## config.mk

```make
export PLATFORM = sky130hd
export DESIGN_NAME = pbws_sequencer
export DESIGN_NICKNAME = d
export VERILOG_FILES = /design/src/rtl/pbws_pkg.sv /design/src/rtl/pbws_sequencer.sv /design/src/rtl/pbws_press_timer.sv
export SDC_FILE = /design/constraint.sdc
export NUM_CORES = 1
export LEC_CHECK = 0
export ABC_AREA = 1
export BUFFER_PORTS_ARGS = -buffer_cell sky130_fd_sc_hd__buf_2
export CORE_AREA = 2 2 135 137
export DETAILED_ROUTE_END_ITERATION = 8
export DIE_AREA = 0 0 137 139
export SYNTH_ARGS = -nofsm -noshare
export SYNTH_HDL_FRONTEND = slang
export SYNTH_HIERARCHICAL = 1
export SYNTH_SLANG_ARGS = --single-unit
```

## constraint.sdc

```tcl
create_clock -name sys_clk -period 2.82 [get_ports sys_clk]
set_input_delay 0.141 -clock sys_clk [delete_from_list [all_inputs] [get_ports sys_clk]]
set_output_delay 0.141 -clock sys_clk [all_outputs]
set_load 0.05 [all_outputs]
```

## src/rtl/pbws_pkg.sv

```systemverilog
// package: constants and state types for the power button wake sequencer
package pbws_pkg;
	// clock rate
	localparam int unsigned SYS_CLK_HZ       = 200_000_000;
	// press thresholds in milliseconds, debounce time in microseconds
	localparam int unsigned SHORT_PRESS_MS   = 4000;
	localparam int unsigned LONG_PRESS_MS    = 6000;
	localparam int unsigned DEBOUNCE_US      = 10_000;
	// derived cycle counts (long press must exceed, so it fires when the hold count equals LONG_CYC)
	localparam longint unsigned SHORT_CYC_L  = longint'(SHORT_PRESS_MS) * SYS_CLK_HZ / 1000;
	localparam longint unsigned LONG_CYC_L   = longint'(LONG_PRESS_MS) * SYS_CLK_HZ / 1000;
	localparam longint unsigned DEB_CYC_L    = longint'(DEBOUNCE_US) * SYS_CLK_HZ / 1_000_000;
	localparam int unsigned CNT_W            = 32;
	localparam logic [31:0] LONG_CYC_DEF     = LONG_CYC_L[31:0];
	localparam logic [31:0] DEB_CYC_DEF      = DEB_CYC_L[31:0];
	// reset values
	localparam logic        LAST_ON_RST      = 1'b0;
	localparam logic [31:0] CNT_RST          = 32'h0000_0000;
	// power states
	typedef enum logic [2:0] {
		PBWS_G3,
		PBWS_S0,
		PBWS_S3,
		PBWS_S4,
		PBWS_S5
	} pbws_state_e;
	// led colour codes
	localparam logic [1:0] LED_OFF           = 2'h0;
	localparam logic [1:0] LED_PRIMARY       = 2'h1;
	localparam logic [1:0] LED_SECONDARY     = 2'h2;
endpackage

```

## src/rtl/pbws_sequencer.sv

```systemverilog
// top: system power state sequencer driven by power switch and wake sources
`timescale 1ns/10ps

// Functional notes
// - From soft-off, a short switch press powers the system on to working.
// - From working, a press past six seconds forces soft-off regardless of the OS.
// - From sleep, a short press wakes to working and a long press goes to soft-off.
// - From working, a short press only raises a sleep request; the OS picks the target.
// - Switch, RTC alarm, LAN, USB and PCIe wake are the only wake sources in S3/S4/S5.
// - USB wake from S4/S5 needs its enable, never from deep S4/S5 or after mech-off.
// - On return of AC the last on/off state is restored when that option is set.
// - In S3 only standby supply is on and the LED shows secondary colour or dark.
// - A valid wake from S3 returns quickly to the working state.
// - USB activity wakes from S3 unless the system has passed through mech-off.
module pbws_sequencer
	import pbws_pkg::*;
#(
	parameter logic [31:0] DEB_CYC  = pbws_pkg::DEB_CYC_DEF,
	parameter logic [31:0] LONG_CYC = pbws_pkg::LONG_CYC_DEF
) (
	input  wire logic  sys_clk,
	input  wire logic  reset,
	input  wire logic  ac_ok,
	input  wire logic  pwr_sw_n,
	input  wire logic  rtc_alarm,
	input  wire logic  lan_wake,
	input  wire logic  usb_activity,
	input  wire logic  pcie_wake_n,
	input  wire logic  other_wake,
	input  wire logic  os_sleep_s3,
	input  wire logic  os_sleep_s4,
	input  wire logic  os_soft_off,
	input  wire logic  restore_last,
	input  wire logic  usb_s45_wake_en,
	input  wire logic  deep_s45,
	input  wire logic  led_dual,
	output logic       cpu_pwr_en,
	output logic       main_pwr_en,
	output logic       stby_pwr_en,
	output logic       sleep_req,
	output logic       cold_boot,
	output logic [1:0] led_color,
	output logic [2:0] pwr_state
);
	import pbws_pkg::*;

	// two-stage synchronisers for every pin input
	// config pins ride the same chain, so a setting change takes two cycles to act
	logic [13:0] sync1;
	logic [13:0] sync2;
	logic [13:0] raw_in;
	assign raw_in = {os_soft_off, os_sleep_s4, os_sleep_s3, restore_last, usb_s45_wake_en,
		deep_s45, led_dual, ac_ok, ~pwr_sw_n, rtc_alarm, lan_wake, usb_activity,
		~pcie_wake_n, other_wake};

	always_ff @(posedge sys_clk or posedge reset) begin
		if (reset) begin
			sync1 <= 14'h0000;
			sync2 <= 14'h0000;
		end else begin
			sync1 <= raw_in;
			sync2 <= sync1;
		end
	end

	logic s_soft_off, s_s4, s_s3, s_restore, s_usb_en, s_deep, s_dual, s_ac;
	logic s_sw, s_rtc, s_lan, s_usb, s_pcie, s_other;
	assign s_soft_off = sync2[13];
	assign s_s4       = sync2[12];
	assign s_s3       = sync2[11];
	assign s_restore  = sync2[10];
	assign s_usb_en   = sync2[9];
	assign s_deep     = sync2[8];
	assign s_dual     = sync2[7];
	assign s_ac       = sync2[6];
	assign s_sw       = sync2[5];
	assign s_rtc      = sync2[4];
	assign s_lan      = sync2[3];
	assign s_usb      = sync2[2];
	assign s_pcie     = sync2[1];
	assign s_other    = sync2[0];

	// press timing lives in its own module
	logic short_rel;
	logic long_hit;
	pbws_press_timer #(
		.DEB_CYC  (DEB_CYC),
		.LONG_CYC (LONG_CYC)
	) u_timer (
		.sys_clk   (sys_clk),
		.reset     (reset),
		.sw_sync   (s_sw),
		.short_rel (short_rel),
		.long_hit  (long_hit)
	);

	// sequencer state
	pbws_state_e state;
	pbws_state_e next_state;
	logic        last_on;
	logic        next_last_on;
	logic        mech_off_seen;
	logic        next_mech_off_seen;
	logic        next_sleep_req;
	logic        next_cold_boot;
	logic        wake_any;
	logic        usb_ok;

	// usb wake qualification; mech-off history blocks it everywhere
	always_comb begin
		usb_ok = 1'b0;
		if (s_usb && !mech_off_seen) begin
			if (state == PBWS_S3)
				usb_ok = 1'b1;
			else if (s_usb_en && !s_deep)
				usb_ok = 1'b1;
		end
	end

	// other_wake is deliberately left out: it is not a wake source
	assign wake_any = short_rel || s_rtc || s_lan || s_pcie || usb_ok;

	// next state, last-on memory and request strobes
	always_comb begin
		next_state         = state;
		next_last_on       = last_on;
		next_mech_off_seen = mech_off_seen;
		next_sleep_req     = 1'b0;
		next_cold_boot     = 1'b0;
		case (state)
			PBWS_G3: begin
				next_mech_off_seen = 1'b1;
				if (s_ac) begin
					if (s_restore && last_on) begin
						next_state     = PBWS_S0;
						next_cold_boot = 1'b1;
					end else begin
						next_state = PBWS_S5;
					end
				end
			end
			PBWS_S0: begin
				next_last_on       = 1'b1;
				next_mech_off_seen = 1'b0;
				if (long_hit) begin
					next_state = PBWS_S5;
				end else if (s_soft_off) begin
					next_state = PBWS_S5;
				end else if (s_s4) begin
					next_state = PBWS_S4;
				end else if (s_s3) begin
					next_state = PBWS_S3;
				end else if (short_rel) begin
					next_sleep_req = 1'b1;
				end
			end
			PBWS_S3, PBWS_S4: begin
				if (long_hit) begin
					next_state   = PBWS_S5;
					next_last_on = 1'b0;
				end else if (wake_any) begin
					next_state = PBWS_S0;
					next_cold_boot = (state == PBWS_S4);
				end
			end
			PBWS_S5: begin
				next_last_on = 1'b0;
				if (wake_any) begin
					next_state     = PBWS_S0;
					next_cold_boot = 1'b1;
				end
			end
			default: next_state = PBWS_G3;
		endcase
		// losing ac overrides everything; strobes die with it so none is seen in G3
		if (!s_ac) begin
			next_state     = PBWS_G3;
			next_sleep_req = 1'b0;
			next_cold_boot = 1'b0;
		end
	end

	// rail and led outputs computed from the next state so they register together
	logic       next_cpu_pwr;
	logic       next_main_pwr;
	logic [1:0] next_led;
	always_comb begin
		next_cpu_pwr  = (next_state == PBWS_S0);
		next_main_pwr = (next_state == PBWS_S0);
		next_led      = LED_OFF;
		if (next_state == PBWS_S0)
			next_led = LED_PRIMARY;
		else if (next_state == PBWS_S3 && s_dual)
			next_led = LED_SECONDARY;
	end

	// registers: last_on is kept across mech-off by standby/battery domain reset
	always_ff @(posedge sys_clk or posedge reset) begin
		if (reset) begin
			state         <= PBWS_G3;
			last_on       <= LAST_ON_RST;
			mech_off_seen <= 1'b1;
			sleep_req     <= 1'b0;
			cold_boot     <= 1'b0;
			cpu_pwr_en    <= 1'b0;
			main_pwr_en   <= 1'b0;
			stby_pwr_en   <= 1'b0;
			led_color     <= LED_OFF;
			pwr_state     <= 3'h0;
		end else begin
			state         <= next_state;
			last_on       <= next_last_on;
			mech_off_seen <= next_mech_off_seen;
			sleep_req     <= next_sleep_req;
			cold_boot     <= next_cold_boot;
			cpu_pwr_en    <= next_cpu_pwr;
			main_pwr_en   <= next_main_pwr;
			stby_pwr_en   <= (next_state != PBWS_G3);
			led_color     <= next_led;
			pwr_state     <= 3'(next_state);
		end
	end

	// checks
	AST_LONG_OFF: assert property (@(posedge sys_clk) disable iff (reset)
		(state == PBWS_S0 && long_hit && s_ac) |=> (state == PBWS_S5 && !cpu_pwr_en))
		else $error("long press did not force soft-off");
	AST_ON_S5: assert property (@(posedge sys_clk) disable iff (reset)
		(state == PBWS_S5 && short_rel && s_ac) |=> (state == PBWS_S0 && cold_boot))
		else $error("short press from soft-off did not power on");
	AST_SLEEP_LONG: assert property (@(posedge sys_clk) disable iff (reset)
		(state == PBWS_S3 && long_hit && s_ac) |=> state == PBWS_S5)
		else $error("long press in sleep did not reach soft-off");
	AST_REQ_ONLY: assert property (@(posedge sys_clk) disable iff (reset)
		(state == PBWS_S0 && short_rel && s_ac && !s_s3 && !s_s4 && !s_soft_off)
		|=> (sleep_req && state == PBWS_S0))
		else $error("short press in working changed state");
	AST_CPU_OFF: assert property (@(posedge sys_clk) disable iff (reset)
		(state != PBWS_S0) |-> (!cpu_pwr_en && !main_pwr_en))
		else $error("processor powered outside working");
	AST_NO_OTHER: assert property (@(posedge sys_clk) disable iff (reset)
		(state == PBWS_S5 && !wake_any) |=> state != PBWS_S0)
		else $error("woke without a valid source");
	AST_USB_MECH: assert property (@(posedge sys_clk) disable iff (reset)
		(mech_off_seen && s_usb && state != PBWS_S0 && state != PBWS_G3 && !short_rel
		&& !s_rtc && !s_lan && !s_pcie) |=> state != PBWS_S0)
		else $error("usb woke after mech-off");
	AST_USB_DEEP: assert property (@(posedge sys_clk) disable iff (reset)
		((state == PBWS_S4 || state == PBWS_S5) && s_deep) |-> !usb_ok)
		else $error("usb wake allowed from deep state");
	AST_RESTORE: assert property (@(posedge sys_clk) disable iff (reset)
		(state == PBWS_G3 && s_ac && s_restore && last_on) |=> state == PBWS_S0)
		else $error("last state not restored");
	AST_S3_LED: assert property (@(posedge sys_clk) disable iff (reset)
		(state == PBWS_S3) |-> (!main_pwr_en && stby_pwr_en && led_color != LED_PRIMARY))
		else $error("wrong rails or led in suspend");
	AST_S3_WAKE: assert property (@(posedge sys_clk) disable iff (reset)
		(state == PBWS_S3 && s_rtc && !long_hit && s_ac) |=> ##[0:1] cpu_pwr_en)
		else $error("suspend wake too slow");

	// wake paths and press decoding in the sleeping states
	AST_S4_LONG: assert property (@(posedge sys_clk) disable iff (reset)
		(state == PBWS_S4 && long_hit && s_ac) |=> state == PBWS_S5)
		else $error("long press in hibernate did not reach soft-off");
	AST_S3_SHORT: assert property (@(posedge sys_clk) disable iff (reset)
		(state == PBWS_S3 && short_rel && s_ac) |=> state == PBWS_S0)
		else $error("short press in suspend did not wake");
	AST_OTHER_IGN: assert property (@(posedge sys_clk) disable iff (reset)
		(state == PBWS_S3 && s_other && s_ac && !wake_any && !long_hit) |=> state == PBWS_S3)
		else $error("non-wake source left suspend");
	AST_USB_GATE: assert property (@(posedge sys_clk) disable iff (reset)
		((state == PBWS_S4 || state == PBWS_S5) && !s_usb_en) |-> !usb_ok)
		else $error("usb wake allowed while disabled");
	AST_PRESS_EXCL: assert property (@(posedge sys_clk) disable iff (reset)
		long_hit |-> !short_rel)
		else $error("press reported both long and short");

	// cold boot only where context was lost, and strobes only in working
	AST_COLD_S5: assert property (@(posedge sys_clk) disable iff (reset)
		(state == PBWS_S5 && wake_any && s_ac) |=> (state == PBWS_S0 && cold_boot))
		else $error("wake from soft-off without cold boot");
	AST_S3_WARM: assert property (@(posedge sys_clk) disable iff (reset)
		(state == PBWS_S3 && wake_any && !long_hit && s_ac) |=> (state == PBWS_S0 && !cold_boot))
		else $error("suspend wake was not a warm return");
	AST_CB_S0: assert property (@(posedge sys_clk) disable iff (reset)
		cold_boot |-> state == PBWS_S0)
		else $error("cold boot outside working");
	AST_SREQ_S0: assert property (@(posedge sys_clk) disable iff (reset)
		sleep_req |-> state == PBWS_S0)
		else $error("sleep request outside working");
	AST_NO_RESTORE: assert property (@(posedge sys_clk) disable iff (reset)
		(state == PBWS_G3 && s_ac && !(s_restore && last_on)) |=> state == PBWS_S5)
		else $error("ac return did not stay off");

	// rails follow the state: full in working, standby everywhere but G3
	AST_G3_DARK: assert property (@(posedge sys_clk) disable iff (reset)
		(state == PBWS_G3) |-> (!stby_pwr_en && !main_pwr_en && !cpu_pwr_en))
		else $error("rail on without ac");
	AST_STBY_ON: assert property (@(posedge sys_clk) disable iff (reset)
		(state != PBWS_G3) |-> stby_pwr_en)
		else $error("standby rail off with ac present");
	AST_S0_RAILS: assert property (@(posedge sys_clk) disable iff (reset)
		(state == PBWS_S0) |-> (cpu_pwr_en && main_pwr_en && stby_pwr_en))
		else $error("working state without full rails");
endmodule // pbws_sequencer

```

## src/rtl/pbws_press_timer.sv

```systemverilog
// press timer: debounces the switch, reports a short press at release and a long press once the hold count reaches LONG_CYC
`timescale 1ns/10ps
module pbws_press_timer
	import pbws_pkg::*;
#(
	parameter logic [31:0] DEB_CYC  = pbws_pkg::DEB_CYC_DEF,
	parameter logic [31:0] LONG_CYC = pbws_pkg::LONG_CYC_DEF
) (
	input  wire logic sys_clk,
	input  wire logic reset,
	input  wire logic sw_sync,
	output logic      short_rel,
	output logic      long_hit
);
	logic              level;
	logic              next_level;
	logic [CNT_W-1:0]  deb_cnt;
	logic [CNT_W-1:0]  next_deb_cnt;
	logic [CNT_W-1:0]  hold_cnt;
	logic [CNT_W-1:0]  next_hold_cnt;
	logic              long_seen;
	logic              next_long_seen;

	// debounce then time the held press; 4..6 s still counts as short
	always_comb begin
		next_level     = level;
		next_deb_cnt   = deb_cnt;
		next_hold_cnt  = hold_cnt;
		next_long_seen = long_seen;
		short_rel      = 1'b0;
		long_hit       = 1'b0;
		if (sw_sync != level) begin
			next_deb_cnt = deb_cnt + 32'h1;
			if (deb_cnt >= DEB_CYC) begin
				next_level   = sw_sync;
				next_deb_cnt = CNT_RST;
			end
		end else begin
			next_deb_cnt = CNT_RST;
		end
		if (level) begin
			if (hold_cnt != 32'hFFFF_FFFF)
				next_hold_cnt = hold_cnt + 32'h1;
			if (hold_cnt == LONG_CYC && !long_seen) begin
				long_hit       = 1'b1;
				next_long_seen = 1'b1;
			end
			if (!next_level) begin
				short_rel      = !long_seen && !long_hit;
				next_hold_cnt  = CNT_RST;
				next_long_seen = 1'b0;
			end
		end
	end

	// state registers only
	always_ff @(posedge sys_clk or posedge reset) begin
		if (reset) begin
			level     <= 1'b0;
			deb_cnt   <= CNT_RST;
			hold_cnt  <= CNT_RST;
			long_seen <= 1'b0;
		end else begin
			level     <= next_level;
			deb_cnt   <= next_deb_cnt;
			hold_cnt  <= next_hold_cnt;
			long_seen <= next_long_seen;
		end
	end
endmodule // pbws_press_timer

```

==> out/qor.txt <==
Buffers inserted by post-CTS timing repair -> 0
Worst Path Max Fanout -> 17
Die area -> 19040 um^2
Post-DP HPWL -> 7924 um
Synth cell types -> 37
Slowest cell on the critical path -> dfrtp_1
Final period util -> 78.14%
1st-pass router iterations -> 5
Core Area -> 17660 um^2
Post-synthesis register bit count -> 102
Post-synth top cells -> 178 x nand2_1, 118 x nor2_1, 101 x dfrtp_1
CTS-repair resized insts -> 0
Routability cong. -> 0.9002
Ys async rst share -> 100.0%
Clock power share -> 38.1%
Top-count cell post-synth -> nand2_1
Netlist Area Pre-Place -> 5187 um^2
Clock Sinks -> 102
Tmin final -> 2.204 ns
Outcome -> finished clean
Avg Vias per Cell -> 4.402
Iter 0 DRT Violations -> 284
Worst Path Arrival -> 2.44 ns
Worst Path Buf+Inv -> 0
CTS max path bufs -> 2
Leakage -> 2.792 nW
PortBufs -> 24
Reg clk slew, reported paths -> 0.07 ns
Fin. max-slew vios -> 0
Gr usage total -> 12.90%
Req. time, crit path -> 3.06 ns
Initial Utilization -> 29.38%
WS Path Type -> reg -> reg
Synth area leaders -> dfrtp_1 49%, nand2_1 13%, nor2_1 8.5%
Skew-Pair Late Insertion Delay -> 0.36 ns
Max VDD drop -> 0.3360 mV
Final setup fails -> 0
Total wire length -> 11170 um
Maximum number of pins on one net before global-route repair -> 42
Sw frac -> 29.51%
Layout Skew -> 0.01756 ns
I/O pin total -> 26
Max incr delay on CP -> 0.40 ns
Die X -> 137 um
Slew @ Worst Pin -> 0.9035 ns
Clock Root Buffer -> clkbuf_16
Chip height -> 139 um
TritonCTS clock tree -> done
P&R area growth vs syn -> 16.84%
Multi-input logic area -> 2342 um^2
Hold_buf cts -> 14
Max-cap viol count -> 0
Filler cells -> 1869
RSZ-0062 raised after global routing -> no
Logic pwr share -> 13.2%
Worst Hold Class -> reg -> reg
Register area share after synthesis -> 49.23%
First-pass GRT wire length -> 19800 um
Nets -> 733
Fraction of layout cells with a size suffix above 1 -> 10.45%
Top cell type's share of synthesized area -> 48.72%
Power density cells -> 537.4 nW/um^2
Final setup TNS -> 0 ns
Post-synth top area cell -> dfrtp_1
Crit path launch type -> flip-flop
DR WL/cell -> 11.79 um
Most used DFF post-synth -> dfrtp_1
Final count of hold timing violations -> 0
DRC viols -> 0
Flop pwr share -> 48.7%
GRT overflow -> 0
TritonCTS buffer count -> 9
Antenna violations before repair -> 0
Sequential cell area -> 2554 um^2
Peak Freq -> 453.8 MHz
Syn avg cell area -> 7.848 um^2
Post-synth EDFFs -> 0
CP top delay family -> simple AND/OR/NAND/NOR gates
Post-layout util -> 34.33%
Internal power -> 2.296 mW
Cells after synthesis -> 661
DR vias -> 4169
Ant diodes -> 0
Vias in the first global route -> 4055
Relative slew slack -> 39.70%
Antenna-violating nets left -> 0
Crit-path cells -> ha_1, nand3_4, nor2_8, nand4_4, nor2_4, nand3_4, nand2_4, nand2_4, nand2_1, nand2_1
Ys Warns -> 6
H-tree levels -> 3
Row count -> 49
CP Capture Type -> flip-flop
Net Switching -> 961.2 uW
[cells by family (layout without fill, tap and decap cells)]
group           after synthesis  after routing  synth area share, %
compound gates               34             34                3.666
xor+xnor                     23             23                3.883
fa+ha+maj                     4              4               0.9648
buf+inv                      80            127                6.343
flops                       102            102                49.23
other cells                   1             11              0.07229
simple gates                417            417                35.84
[power groups by stage]
stage / logic [mW] / clock network [mW] / registers [mW]
2_1_floorplan: 0.245 / 0 / 1.69
3_3_place_gp: 0.417 / 0 / 1.61
3_5_place_dp: 0.417 / 0 / 1.61
4_1_cts: 0.433 / 1.28 / 1.59
5_1_grt: 0.470 / 1.35 / 1.60
6_report: 0.430 / 1.24 / 1.59
[sequential cells by signal, summed over array words and instances, names as in the netlist]
name and count:
u_timer/deb_cnt 32, u_timer/hold_cnt 32, sync1 13, sync2 13
state 3, led_color 2, cold_boot 1, last_on 1
mech_off_seen 1, sleep_req 1, stby_pwr_en 1, u_timer/level 1
u_timer/long_seen 1
[placed cells by master, fill, tap and decap left out, drive strengths merged]
cell type / Yosys / final
inv: 65 / 68
nand3: 66 / 66
clkinvlp: 0 / 2
o21ai: 14 / 14
dfrtp: 101 / 101
dfstp: 1 / 1
a31oi: 1 / 1
a21oi: 13 / 13
o21bai: 1 / 1
nor2: 125 / 125
ha: 4 / 4
xor2: 12 / 12
clkinv: 0 / 1
and3: 1 / 1
nand4: 21 / 21
nand2: 187 / 187
a21o: 5 / 5
nand3b: 3 / 3
buf: 9 / 32
nor3: 8 / 8
dlygate4sd3: 0 / 14
nor3b: 1 / 1
nor4: 5 / 5
xnor2: 11 / 11
conb: 1 / 11
clkbuf: 6 / 10
[final timing paths]
path | depth (start not counted) | end | startpoint | slack (ns)
min reg2reg | 0 | sync2[10] | sync1[10] | 0.35
max | 10 | u_timer/hold_cnt[23] | u_timer/hold_cnt[1] | 0.62
min in group asynchronous | 4 | u_timer/deb_cnt[7] | reset | 0.42
max in group asynchronous | 4 | state[2] | reset | 1.55
min | 0 | sync2[10] | sync1[10] | 0.35
max reg2reg | 10 | u_timer/hold_cnt[23] | u_timer/hold_cnt[1] | 0.62
[area by class of cell]
type | instances | area share, %
repair buffers | 46 | 5.491
inverters | 65 | 4.026
multi-input cells | 489 | 38.65
clock buffers | 10 | 3.943
flip-flops and latches | 102 | 42.13
well taps | 229 | 4.728
clock inverters | 6 | 1.032
[stage by stage]
| stage | worst slack [ns] | power (mW) | std cells | cell area (um^2) | hold WS (ns) |
|---|---|---|---|---|---|
| after detailed placement | 0.6202 | 2.031 | 917 | 5619 | 0.2460 |
| after global routing | 0.3934 | 3.415 | 947 | 6061 | 0.3615 |
| after CTS | 0.6055 | 3.303 | 947 | 6061 | 0.3522 |
| final | 0.6165 | 3.257 | 947 | 6061 | 0.3465 |
| after global placement | 0.6318 | 2.030 | 917 | 5619 | 0.2431 |
| after floorplan | 0.7221 | 1.937 | 671 | 5225 | 0.1724 |
[routing by layer]
metal  GRT usage (%)  up-vias  part of all wire [%]
li1                -     2190                     -
met1           17.73     1906                    48
met2           20.63       64                    48
met3           3.180        9                   3.7
met4           2.604        0                  0.80
met5               0        -                     0
[worst register-to-register path, delay by kind of cell (launching register included)]
kind	cells	cell delay, ns
flip-flops	1	0.40
AND/OR/NAND/NOR	9	1.44
adder cells (fa/ha/maj)	1	0.27
Power figures use the tool's default switching activity.
